### src/irtl_params.svh
`ifndef IRTL_PARAMS_SVH
`define IRTL_PARAMS_SVH
// ----------------------------------------
// timing
// ----------------------------------------
`define IRTL_CLK_HZ 25000000
`define IRTL_TICK_US 1
`define IRTL_TICK_CYC ((`IRTL_CLK_HZ / 1000000) * `IRTL_TICK_US)
// ----------------------------------------
// descriptor layout
// ----------------------------------------
`define IRTL_DUR_W 15
`define IRTL_DESC_W 16
`define IRTL_DESC_STATE_BIT 15
`define IRTL_DUR_MAX 16'h7FFF
`define IRTL_FIFO_DEPTH 16
`define IRTL_FIFO_AW 4
// ----------------------------------------
// learning
// ----------------------------------------
`define IRTL_CAR_W 16
`define IRTL_GAP_US 16'h0064
`define IRTL_MEAS_DEPTH 16
`define IRTL_MEAS_AW 4
`endif

### src/irtl_pkg.sv
package irtl_pkg;
   typedef enum logic [1:0] {
      IRTL_SRC_DESC,
      IRTL_SRC_BIT,
      IRTL_SRC_UART,
      IRTL_SRC_OFF
   } irtl_src_e;
   typedef enum logic [1:0] {
      IRTL_TX_IDLE,
      IRTL_TX_PLAY,
      IRTL_TX_UNDER
   } irtl_tx_e;
endpackage : irtl_pkg

### src/irtl_learn.sv
`timescale 1ns/1ns
`default_nettype none
`include "irtl_params.svh"
module irtl_learn
   import irtl_pkg::*;
(
   input wire logic mclk,
   input wire logic rst,
   input wire logic tick,
   input wire logic ir_in,
   input wire logic rd_pop,
   output logic meas_valid,
   output logic [`IRTL_DESC_W-1:0] meas_data,
   output logic meas_overflow,
   output logic [`IRTL_CAR_W-1:0] carrier_period,
   output logic modulated
);
   // ----------------------------------------
   // carrier detect: fast edges inside a burst
   // ----------------------------------------
   logic ir_d;
   logic present;
   logic [`IRTL_CAR_W-1:0] cyc_cnt;
   logic [15:0] gap_us;
   logic [`IRTL_DUR_W-1:0] dur_us;
   logic [`IRTL_DESC_W-1:0] mem [`IRTL_MEAS_DEPTH];
   logic [`IRTL_MEAS_AW:0] wr_ptr;
   logic [`IRTL_MEAS_AW:0] rd_ptr;
   wire rise = ir_in & ~ir_d;
   wire any_edge = ir_in ^ ir_d;
   // carrier period under 100 us => 10 kHz floor; 500 kHz is 50 cycles
   wire is_carrier = rise && (cyc_cnt < `IRTL_CAR_W'(`IRTL_TICK_CYC * 100));
   wire gap_done = ~ir_in && (gap_us >= `IRTL_GAP_US);
   wire next_present = (ir_in | (present & ~gap_done));
   wire change = next_present ^ present;
   wire full = (wr_ptr[`IRTL_MEAS_AW] != rd_ptr[`IRTL_MEAS_AW]) &&
               (wr_ptr[`IRTL_MEAS_AW-1:0] == rd_ptr[`IRTL_MEAS_AW-1:0]);
   wire empty = wr_ptr == rd_ptr;
   wire push = change && (dur_us != '0) && !full;
   wire sat = dur_us == `IRTL_DUR_W'(`IRTL_DUR_MAX);
   // absence is only known one gap after the last fall, so that gap is moved over
   wire [`IRTL_DUR_W-1:0] gap_w = `IRTL_DUR_W'(`IRTL_GAP_US);
   wire [`IRTL_DUR_W-1:0] rec_us = present ? dur_us - gap_w : dur_us;

   always_ff @(posedge mclk or posedge rst) begin
      if (rst) begin
         ir_d <= 1'b0;
         cyc_cnt <= '0;
         carrier_period <= '0;
         modulated <= 1'b0;
      end else begin
         ir_d <= ir_in;
         if (rise) cyc_cnt <= '0;
         else if (cyc_cnt != '1) cyc_cnt <= cyc_cnt + 1'b1;
         if (is_carrier) begin
            carrier_period <= cyc_cnt + 1'b1;
            modulated <= 1'b1;
         end else if (rise) modulated <= 1'b0;
      end
   end

   // ----------------------------------------
   // present/absent interval timing
   // ----------------------------------------
   always_ff @(posedge mclk or posedge rst) begin
      if (rst) begin
         present <= 1'b0;
         gap_us <= '0;
         dur_us <= '0;
      end else begin
         present <= next_present;
         if (any_edge) gap_us <= '0;
         else if (tick && gap_us != 16'hFFFF) gap_us <= gap_us + 1'b1;
         if (change) dur_us <= present ? gap_w : '0;
         else if (tick && !sat) dur_us <= dur_us + 1'b1;
      end
   end

   // ----------------------------------------
   // result buffer; overflow drops the interval
   // ----------------------------------------
   always_ff @(posedge mclk) begin
      if (push) mem[wr_ptr[`IRTL_MEAS_AW-1:0]] <= {present, rec_us};
   end

   always_ff @(posedge mclk or posedge rst) begin
      if (rst) begin
         wr_ptr <= '0;
         rd_ptr <= '0;
         meas_overflow <= 1'b0;
      end else begin
         if (push) wr_ptr <= wr_ptr + 1'b1;
         if (rd_pop && !empty) rd_ptr <= rd_ptr + 1'b1;
         if (change && full) meas_overflow <= 1'b1;
      end
   end

   assign meas_valid = !empty;
   assign meas_data = mem[rd_ptr[`IRTL_MEAS_AW-1:0]];
endmodule : irtl_learn
`default_nettype wire

### src/irtl_top.sv
`timescale 1ns/1ns
`default_nettype none
`include "irtl_params.svh"
//
// Contract
// - the transmitter emits plain or carrier-modulated output as configured.
// - with modulation on, the carrier is gated into every on interval.
// - the source is descriptors, a direct bit or the uart transmit line.
// - each descriptor holds a state for 1 to 32767 us before the next is taken.
// - the learner detects modulated and unmodulated input.
// - the learner measures carrier frequency from 10 kHz to 500 kHz.
// - the learner reports how long the signal stays present and absent.
// - learned timing can be replayed through the normal descriptor path.
module irtl_top
   import irtl_pkg::*;
(
   input wire logic mclk,
   input wire logic rst,
   input wire logic [1:0] tx_src,
   input wire logic mod_en,
   input wire logic [15:0] carrier_half,
   input wire logic tx_bit,
   input wire logic uart_txd,
   input wire logic desc_valid,
   input wire logic [`IRTL_DESC_W-1:0] desc_data,
   output logic desc_ready,
   input wire logic play_start,
   output logic tx_busy,
   output logic underrun,
   input wire logic underrun_clr,
   output logic ir_out,
   input wire logic ir_in,
   input wire logic meas_pop,
   output logic meas_valid,
   output logic [`IRTL_DESC_W-1:0] meas_data,
   output logic meas_overflow,
   output logic [`IRTL_CAR_W-1:0] carrier_period,
   output logic modulated
);
   // ----------------------------------------
   // microsecond tick
   // ----------------------------------------
   logic [7:0] tick_cnt;
   logic tick;
   wire tick_wrap = tick_cnt == 8'(`IRTL_TICK_CYC - 1);
   always_ff @(posedge mclk or posedge rst) begin
      if (rst) begin
         tick_cnt <= '0;
         tick <= 1'b0;
      end else begin
         tick <= tick_wrap;
         tick_cnt <= tick_wrap ? '0 : tick_cnt + 1'b1;
      end
   end

   // ----------------------------------------
   // pin synchronisers
   // ----------------------------------------
   logic uart_s1, uart_s2, ir_s1, ir_s2;
   always_ff @(posedge mclk or posedge rst) begin
      if (rst) begin
         uart_s1 <= 1'b1;
         uart_s2 <= 1'b1;
         ir_s1 <= 1'b0;
         ir_s2 <= 1'b0;
      end else begin
         uart_s1 <= uart_txd;
         uart_s2 <= uart_s1;
         ir_s1 <= ir_in;
         ir_s2 <= ir_s1;
      end
   end

   // ----------------------------------------
   // descriptor fifo
   // ----------------------------------------
   logic [`IRTL_DESC_W-1:0] fifo [`IRTL_FIFO_DEPTH];
   logic [`IRTL_FIFO_AW:0] wp, rp;
   wire f_empty = wp == rp;
   // full when the wrap bits differ and the index bits agree
   function automatic logic ptr_full(input logic [`IRTL_FIFO_AW:0] a,
                                     input logic [`IRTL_FIFO_AW:0] b);
      return (a[`IRTL_FIFO_AW] != b[`IRTL_FIFO_AW]) &&
             (a[`IRTL_FIFO_AW-1:0] == b[`IRTL_FIFO_AW-1:0]);
   endfunction : ptr_full
   wire [`IRTL_FIFO_AW:0] wp_inc = wp + 1'b1;
   wire f_full = ptr_full(wp, rp);
   // zero duration is illegal and dropped at the door
   wire dur_ok = desc_data[`IRTL_DUR_W-1:0] != '0;
   wire f_push = desc_valid && desc_ready && dur_ok;
   wire [`IRTL_DESC_W-1:0] f_head = fifo[rp[`IRTL_FIFO_AW-1:0]];

   // ----------------------------------------
   // playback machine
   // ----------------------------------------
   irtl_tx_e st, next_st;
   logic [`IRTL_DUR_W-1:0] remain;
   logic seg_on;
   wire seg_end = tick && remain == `IRTL_DUR_W'(1);
   wire take = (st == IRTL_TX_IDLE && play_start && !f_empty) ||
               (st == IRTL_TX_PLAY && seg_end && !f_empty);
   wire starve = st == IRTL_TX_PLAY && seg_end && f_empty;

   always_comb begin
      next_st = st;
      unique case (st)
         IRTL_TX_IDLE: if (take) next_st = IRTL_TX_PLAY;
         IRTL_TX_PLAY: if (starve) next_st = IRTL_TX_UNDER;
         IRTL_TX_UNDER: if (play_start && !f_empty) next_st = IRTL_TX_PLAY;
      endcase
   end

   // underrun ends a sequence; restart resumes from the queue
   wire resume = st == IRTL_TX_UNDER && play_start && !f_empty;
   wire load = take || resume;

   always_ff @(posedge mclk) begin
      if (f_push) fifo[wp[`IRTL_FIFO_AW-1:0]] <= desc_data;
   end

   always_ff @(posedge mclk or posedge rst) begin
      if (rst) begin
         st <= IRTL_TX_IDLE;
         wp <= '0;
         rp <= '0;
         remain <= '0;
         seg_on <= 1'b0;
         underrun <= 1'b0;
         desc_ready <= 1'b0;
         tx_busy <= 1'b0;
      end else begin
         st <= next_st;
         // ready looks one word ahead, so a back-to-back write never overfills
         desc_ready <= !(f_full || (f_push && ptr_full(wp_inc, rp)));
         tx_busy <= next_st == IRTL_TX_PLAY;
         if (f_push) wp <= wp_inc;
         if (load) begin
            rp <= rp + 1'b1;
            remain <= f_head[`IRTL_DUR_W-1:0];
            seg_on <= f_head[`IRTL_DESC_STATE_BIT];
         end else if (tick && st == IRTL_TX_PLAY) begin
            remain <= remain - 1'b1;
         end
         if (starve) seg_on <= 1'b0;
         // set beats clear
         if (starve) underrun <= 1'b1;
         else if (underrun_clr) underrun <= 1'b0;
      end
   end

   // ----------------------------------------
   // carrier generator and output mux
   // ----------------------------------------
   logic [15:0] car_cnt;
   logic car;
   always_ff @(posedge mclk or posedge rst) begin
      if (rst) begin
         car_cnt <= '0;
         car <= 1'b0;
      end else if (car_cnt >= carrier_half) begin
         car_cnt <= '0;
         car <= ~car;
      end else begin
         car_cnt <= car_cnt + 1'b1;
      end
   end

   irtl_src_e src;
   assign src = irtl_src_e'(tx_src);
   wire desc_on = st == IRTL_TX_PLAY && seg_on;
   // uart idles high, so the led is lit on a low (space) bit
   wire raw_on = (src == IRTL_SRC_DESC) ? desc_on :
                 (src == IRTL_SRC_BIT) ? tx_bit :
                 (src == IRTL_SRC_UART) ? ~uart_s2 : 1'b0;
   wire next_ir = mod_en ? (raw_on & car) : raw_on;

   always_ff @(posedge mclk or posedge rst) begin
      if (rst) ir_out <= 1'b0;
      else ir_out <= next_ir;
   end

   // ----------------------------------------
   // learning receiver
   // ----------------------------------------
   logic lv;
   logic [`IRTL_DESC_W-1:0] ld;
   logic lo;
   logic [`IRTL_CAR_W-1:0] lp;
   logic lm;
   irtl_learn u_learn (
      .mclk(mclk),
      .rst(rst),
      .tick(tick),
      .ir_in(ir_s2),
      .rd_pop(meas_pop),
      .meas_valid(lv),
      .meas_data(ld),
      .meas_overflow(lo),
      .carrier_period(lp),
      .modulated(lm)
   );

   always_ff @(posedge mclk or posedge rst) begin
      if (rst) begin
         meas_valid <= 1'b0;
         meas_data <= '0;
         meas_overflow <= 1'b0;
         carrier_period <= '0;
         modulated <= 1'b0;
      end else begin
         meas_valid <= lv && !meas_pop;
         meas_data <= ld;
         meas_overflow <= lo;
         carrier_period <= lp;
         modulated <= lm;
      end
   end
endmodule : irtl_top
`default_nettype wire

### config.mk
export PLATFORM = sky130hd
export DESIGN_NAME = irtl_top
export DESIGN_NICKNAME = d
export VERILOG_FILES = /design/src/irtl_pkg.sv /design/src/irtl_learn.sv /design/src/irtl_top.sv
export VERILOG_INCLUDE_DIRS = /design/src
export SDC_FILE = /design/constraint.sdc
export NUM_CORES = 1
export LEC_CHECK = 0
export BUFFER_PORTS_ARGS = -buffer_cell sky130_fd_sc_hd__buf_2
export CORE_UTILIZATION = 50
export DETAILED_ROUTE_END_ITERATION = 7
export GPL_ROUTABILITY_DRIVEN = 1
export HOLD_SLACK_MARGIN = 0.05
export PLACE_DENSITY = 0.69
export SETUP_SLACK_MARGIN = 0.05
export SYNTH_ARGS = -nofsm -noshare
export SYNTH_HDL_FRONTEND = slang
export SYNTH_SLANG_ARGS = --single-unit
### constraint.sdc
create_clock -name mclk -period 6.2 [get_ports mclk]
set_input_delay 1.24 -clock mclk [delete_from_list [all_inputs] [get_ports mclk]]
set_output_delay 1.24 -clock mclk [all_outputs]
set_load 0.1 [all_outputs]
After elaboration in Yosys (flattened, before gate mapping)
Memory sizes are Yosys's and may differ from the RTL's. A register that Yosys moved wholly into a read port is not among the register bits.
Cells that the tools add are included.
Operators by class
  mux-type cells: 30
  order comparisons: 3
  reduce and logical (&&, ||, !) cells: 46
  bitwise operators: 11
  add/sub/neg operators: 11
  equal/unequal tests: 18
Operator list (number)
  $mux W16: 5
  $mux W15: 5
  $add A16 B1 Y16 const B: 3
  $ne A16 B16 Y1 const B: 2
  $reduce_bool A15 Y1: 2
  $logic_and A1 B1 Y1: 26
  $add A5 B1 Y5 const B: 4
  $ge A16 B16 Y1: 1
  $ge A16 B7 Y1 const B: 1
  $lt A16 B12 Y1 const B: 1
  $add A15 B1 Y15 const B: 1
  $eq A15 B1 Y1 const B: 1
  $eq A15 B15 Y1 const B: 1
  $sub A15 B1 Y15 const B: 1
  $sub A15 B7 Y15 const B: 1
  $mux W1: 14
  $reduce_bool A2 Y1: 7
  $eq A4 B4 Y1: 3
  $eq A5 B5 Y1: 2
  $add A8 B1 Y8 const B: 1
  $eq A8 B5 Y1 const B: 1
  $mux W8: 1
  $mux W7: 1
  $eq A2 B1 Y1 const B: 3
  other kinds (11): 31
Storage, ports and cells
  flip-flop bits (word level): 158
  RAM bits: 512
  memories kept: 2
Memory list
  fifo: depth 16, width 16, rd ports 1, clocked after memory_dff 0, wr ports 1, RTL line irtl_top.sv:77  | logic [`IRTL_DESC_W-1:0] fifo [`IRTL_FIFO_DEPTH];
  u_learn.mem: depth 16, width 16, rd ports 1, clocked after memory_dff 1, wr ports 1, RTL line irtl_learn.sv:26  | logic [`IRTL_DESC_W-1:0] mem [`IRTL_MEAS_DEPTH];

Longest topological paths before layout
  depth in word-level cells: 10
  mapped depth: 10
  mapped depth without buffers: 8

Hierarchy
From an unflattened synthesis, not the netlist that was laid out.
Unflattened totals
  cell total of the unflattened synthesis: 1631
  area, all modules: 28257.1 µm²
Modules (own cells, without submodules)
  irtl_top: seq. area each 10117.2 µm², times used 1, cells each 778, area each 14237.4 µm²
  irtl_learn: seq. area each 9614.2 µm², times used 1, cells each 853, area each 14019.7 µm²

Worst setup path before layout
Ideal clock, no wire load.
  path kind: input-to-reg
  start point: input desc_data[9]
  end point: memory fifo[3][0] in the netlist's numbering (enable)
  setup time: 409 ps
  arrival time: 3183 ps
  cell stages on the path: 4
  slack: 2608 ps
  path buffers: 0
  cell sequence: nor4_1 > a41oi_1 > nand2_1 > nor3_1
On the way
  word-level cells in the longest chain between the ends: 4
Ends and longest elaborated chain
  start: declaration: RTL line irtl_top.sv:25  | input wire logic [`IRTL_DESC_W-1:0] desc_data,
  $reduce_bool A15 Y1: RTL line irtl_top.sv:89  | wire dur_ok = desc_data[`IRTL_DUR_W-1:0] != '0;
  $logic_and A1 B1 Y1: RTL line irtl_top.sv:90  | wire f_push = desc_valid && desc_ready && dur_ok;
  $mux W1 (2 in a row): RTL line irtl_top.sv:118  | if (f_push) fifo[wp[`IRTL_FIFO_AW-1:0]] <= desc_data;
  end: declaration: RTL line irtl_top.sv:77
No other way between the ends.

Worst setup path in the final report
  start point: register u_learn.present
  end point: memory u_learn.mem[10][10] in the netlist's numbering (enable)
On the way
  word-level cells in the longest chain between the ends: 7
Ends and longest elaborated chain
  start: declaration: RTL line irtl_learn.sv:22  | logic present;
  start signal: assignment: RTL line irtl_learn.sv:71  | present <= next_present;
  $and A1 B1 Y1: RTL line irtl_learn.sv:34  | wire next_present = (ir_in | (present & ~gap_done));
  $or A1 B1 Y1: RTL line irtl_learn.sv:34
  $xor A1 B1 Y1 (*): RTL line irtl_learn.sv:35  | wire change = next_present ^ present;
  $logic_and A1 B1 Y1 (*) (2 in a row): RTL line irtl_learn.sv:39  | wire push = change && (dur_us != '0) && !full;
  $mux W1 (*) (2 in a row): RTL line irtl_learn.sv:83  | if (push) mem[wr_ptr[`IRTL_MEAS_AW-1:0]] <= {present, rec_us};
  end: declaration: RTL line irtl_learn.sv:26
Every way passes the cells marked *; elsewhere a longest branch is shown, timed or not.

==> impl_metrics.ini <==
[synth]
syn-num-nets = 1693
ys_ff_latch = 686
ys_seq_area_share_pct = 70.8
ys.warnings.count = 0
syn_inst = 1607
async_reset_ff_share_pct = 25.4
synth.avg_cell_area_sq_um = 17.3
synth-edff-count = 512
yosysUniqueCellTypes = 55
synth_top_flop_cell = edfxtp_1
syn_area_sq_um = 27900

[setup_path]
cp-start-kind = flop
crit_path_max_fanout = 29
criticalPathCategory = reg -> reg
crit_required_ns = 6.42
cpPeakStageDelay_ns = 0.74
worst_path_max_delay_cell = nor2_1
crit_path_end_kind = flop
r2r-start = u_learn.present
path_cells = nor4b_1 > and4_1 > nor2_1 > nand3b_2 > or3_1 > nor2_2
cp.arrival_ns = 4.50
ff2ff_path_depth = 6
cp_top_family = simple AND/OR/NAND/NOR gates
critPathLaunch = u_learn.present
worst-path-stages = 6
crit_buf_inv = 0

[global_route]
grtUsageTotal_pct = 20.3
met1_usage_pct = 28.9
overflow = 0
use_met2_pct = 32.3
busiest_layer = met2
grt_pass1_wl_mm = 86.9
grt_max_degree = 114
antenna_found_initial = 2
use_met3_pct = 3.66
first_global_vias = 14900

[floorplanning]
ios = 83
die-area_sq_um = 56700
fp.dieW_microns = 238
die_h_microns = 238
start_util_pct = 50.6
core_sq_um = 55100
rows = 86

[timing]
fmax_mhz = 234
setup_tns_ns = 0
worstMarginPinSlew_ns = 1.35
finalCriticalPeriod_ns = 4.28
fin_worst_skew_ns = 0.0344
drv_slew = 0
timing.final.crit_share_pct = 69.0
setup_violations = 0
relSlewSlack_pct = 9.78
grt_setup_unrepaired = false
hold_viol = 0

[routing]
wl_mm = 55.5
dr_total_vias = 14400
wl_per_cell_microns = 21.9
drcViolationCount = 0
drt-initial-drc-count = 1186
ant_nets = 0
vias_per_cell = 5.68
drt-pass1-iter-count = 7

[hold_path]
hold_path.class = reg -> reg
hp-start = uart_s1
worstHoldPathCells = 0

[cts]
path_clk_slew_ns = 0.06
clock_path_buffers = 3
cts_num_sinks = 686
ctsResizeCount = 0
cts_htree_levels = 3
cts_hold_buffers = 0
clock_latency_ns = 0.62
cts_buffers = 72
clock-root-buffer = clkbuf_16
cts_tree = done
cts_setup_buffers = 0

[layout]
fill_cells = 4156
area_growth_pct = 14.1
regArea_sq_um = 19700
multiInputGateArea_sq_um = 7760
final_nets = 1813
drive_above_1_share_pct = 24.1

[power]
power_mw = 12.2
power_density_nw_per_um2 = 382
leakage_nw = 11.3
ir_drop_v = 0.000230

[place]
place_hpwl_mm = 33.0
gp_congestion = 0.783
port_buffers = 82

[outcome]
status = finished, final reports clean

[run]
drv_cap = 0
-- synthesized netlist by cell type (3+ instances only) --
master / instances / area (sq um)
xor2_1: 54 / 473
xnor2_1: 62 / 543
buf_2: 31 / 155
mux2i_1: 16 / 160
o21ai_0: 30 / 150
edfxtp_1: 512 / 15400
ha_1: 42 / 526
a211oi_1: 15 / 113
dfrtp_1: 172 / 4300
mux4_2: 149 / 3360
nor3_1: 21 / 105
nor4_1: 28 / 175
clkbuf_1: 26 / 97.6
inv_1: 54 / 203
buf_4: 3 / 22.5
mux2_2: 4 / 45.0
nand2b_1: 6 / 37.5
a31oi_1: 4 / 25.0
a21o_1: 7 / 52.6
a221oi_1: 3 / 26.3
and2_1: 14 / 87.6
a21oi_1: 46 / 230
buf_1: 6 / 22.5
or3_1: 7 / 43.8
nand4_1: 13 / 81.3
nor2b_1: 24 / 150
nand2_1: 54 / 203
nand3_1: 46 / 230
nor2_1: 111 / 417
and3_1: 16 / 100
-- worst paths after layout --
check,endpoint,slack (ns)
setup reg to reg,u_learn.mem[10][10],1.92
setup / recovery,u_learn.mem[10][10],1.92
hold reg to reg,uart_s2,0.36
max in group asynchronous,carrier_period[13],4.11
hold / removal,uart_s2,0.36
min in group asynchronous,meas_overflow,0.79
-- cells by family (layout without fill, tap and decap cells) --
| kind of cell | count (synthesis) | count (layout) | share of synthesized area, % |
|---|---|---|---|
| XOR/XNOR | 116 | 116 | 3.65 |
| flip-flops | 686 | 686 | 70.8 |
| AO/OA/AOI/OAI | 116 | 116 | 2.46 |
| AND/OR/NAND/NOR | 352 | 352 | 6.39 |
| buffers and inverters | 124 | 300 | 1.91 |
| multiplexers | 170 | 170 | 12.8 |
| adder cells (fa/ha/maj) | 43 | 43 | 1.92 |
| other | 0 | 1 | 0 |
-- cells in the final DEF (no fill, tap or decap), types with 12 or more instances in the layout --
cell type | netlist | routed
a211oi_1 | 15 | 15
a21oi_1 | 46 | 45
and2_1 | 14 | 14
and3_1 | 16 | 16
buf_2 | 31 | 82
buf_4 | 3 | 33
clkbuf_1 | 26 | 14
clkbuf_16 | 0 | 75
dfrtp_1 | 172 | 167
edfxtp_1 | 512 | 512
ha_1 | 42 | 42
inv_1 | 54 | 53
mux2i_1 | 16 | 16
mux4_2 | 149 | 149
nand2_1 | 54 | 54
nand3_1 | 46 | 46
nand4_1 | 13 | 13
nor2_1 | 111 | 95
nor2_2 | 0 | 15
nor2b_1 | 24 | 24
nor3_1 | 21 | 17
nor4_1 | 28 | 17
nor4_2 | 2 | 12
o21ai_0 | 30 | 30
xnor2_1 | 62 | 59
xor2_1 | 54 | 54
-- registers in the layout, summed over array words and instances, names as in the netlist, 2 cells and up --
signal and cells:
u_learn.wr_ptr 5, u_learn.carrier_period 16, u_learn.mem 256, rp 5
car_cnt 16, remain 15, u_learn.gap_us 16, u_learn.dur_us 15
meas_data 16, fifo 256, st 2, u_learn.rd_ptr 5
carrier_period 16, tick_cnt 8, u_learn.cyc_cnt 16, wp 5
-- through the flow --
stage / cells / util (%) / hold slack, ns / instance area, sq um / worst slack, ns
6_report: 2532 / 57.7 / 0.357 / 31800 / 1.92
5_1_grt: 2532 / 57.7 / 0.360 / 31800 / 1.58
4_1_cts: 2531 / 57.7 / 0.358 / 31800 / 1.90
3_5_place_dp: 2401 / 53.2 / 0.349 / 29300 / 1.70
3_3_place_gp: 2401 / 53.2 / 0.347 / 29300 / 1.92
2_1_floorplan: 1607 / - / 0.331 / 27900 / 0.246
-- layout make-up --
| cell class | count | share of cell area [%] |
|---|---|---|
| Sequential cell | 686 | 62.1 |
| Multi-Input combinational cell | 797 | 24.4 |
| Clock buffer | 97 | 6.41 |
| Tap cell | 748 | 2.94 |
| Timing Repair Buffer | 115 | 2.07 |
| Clock inverter | 33 | 1.39 |
| Inverter | 55 | 0.673 |
| Antenna cell | 1 | 0.00787 |
-- routing by layer --
metal / up-vias / routed length, microns
met4: 2 / 1250
met3: 82 / 3350
met2: 404 / 26700
met1: 7490 / 24200
li1: 6409 / -
met5: - / 11
-- power breakdown --
| part | switching [mW] | internal (mW) | leakage [nW] |
|---|---|---|---|
| clock network | 1.76 | 2.70 | 1.22 |
| logic | 1.34 | 0.809 | 3.41 |
| registers | 0.263 | 5.29 | 6.69 |
No activity file was read; power rests on OpenSTA's default activity.
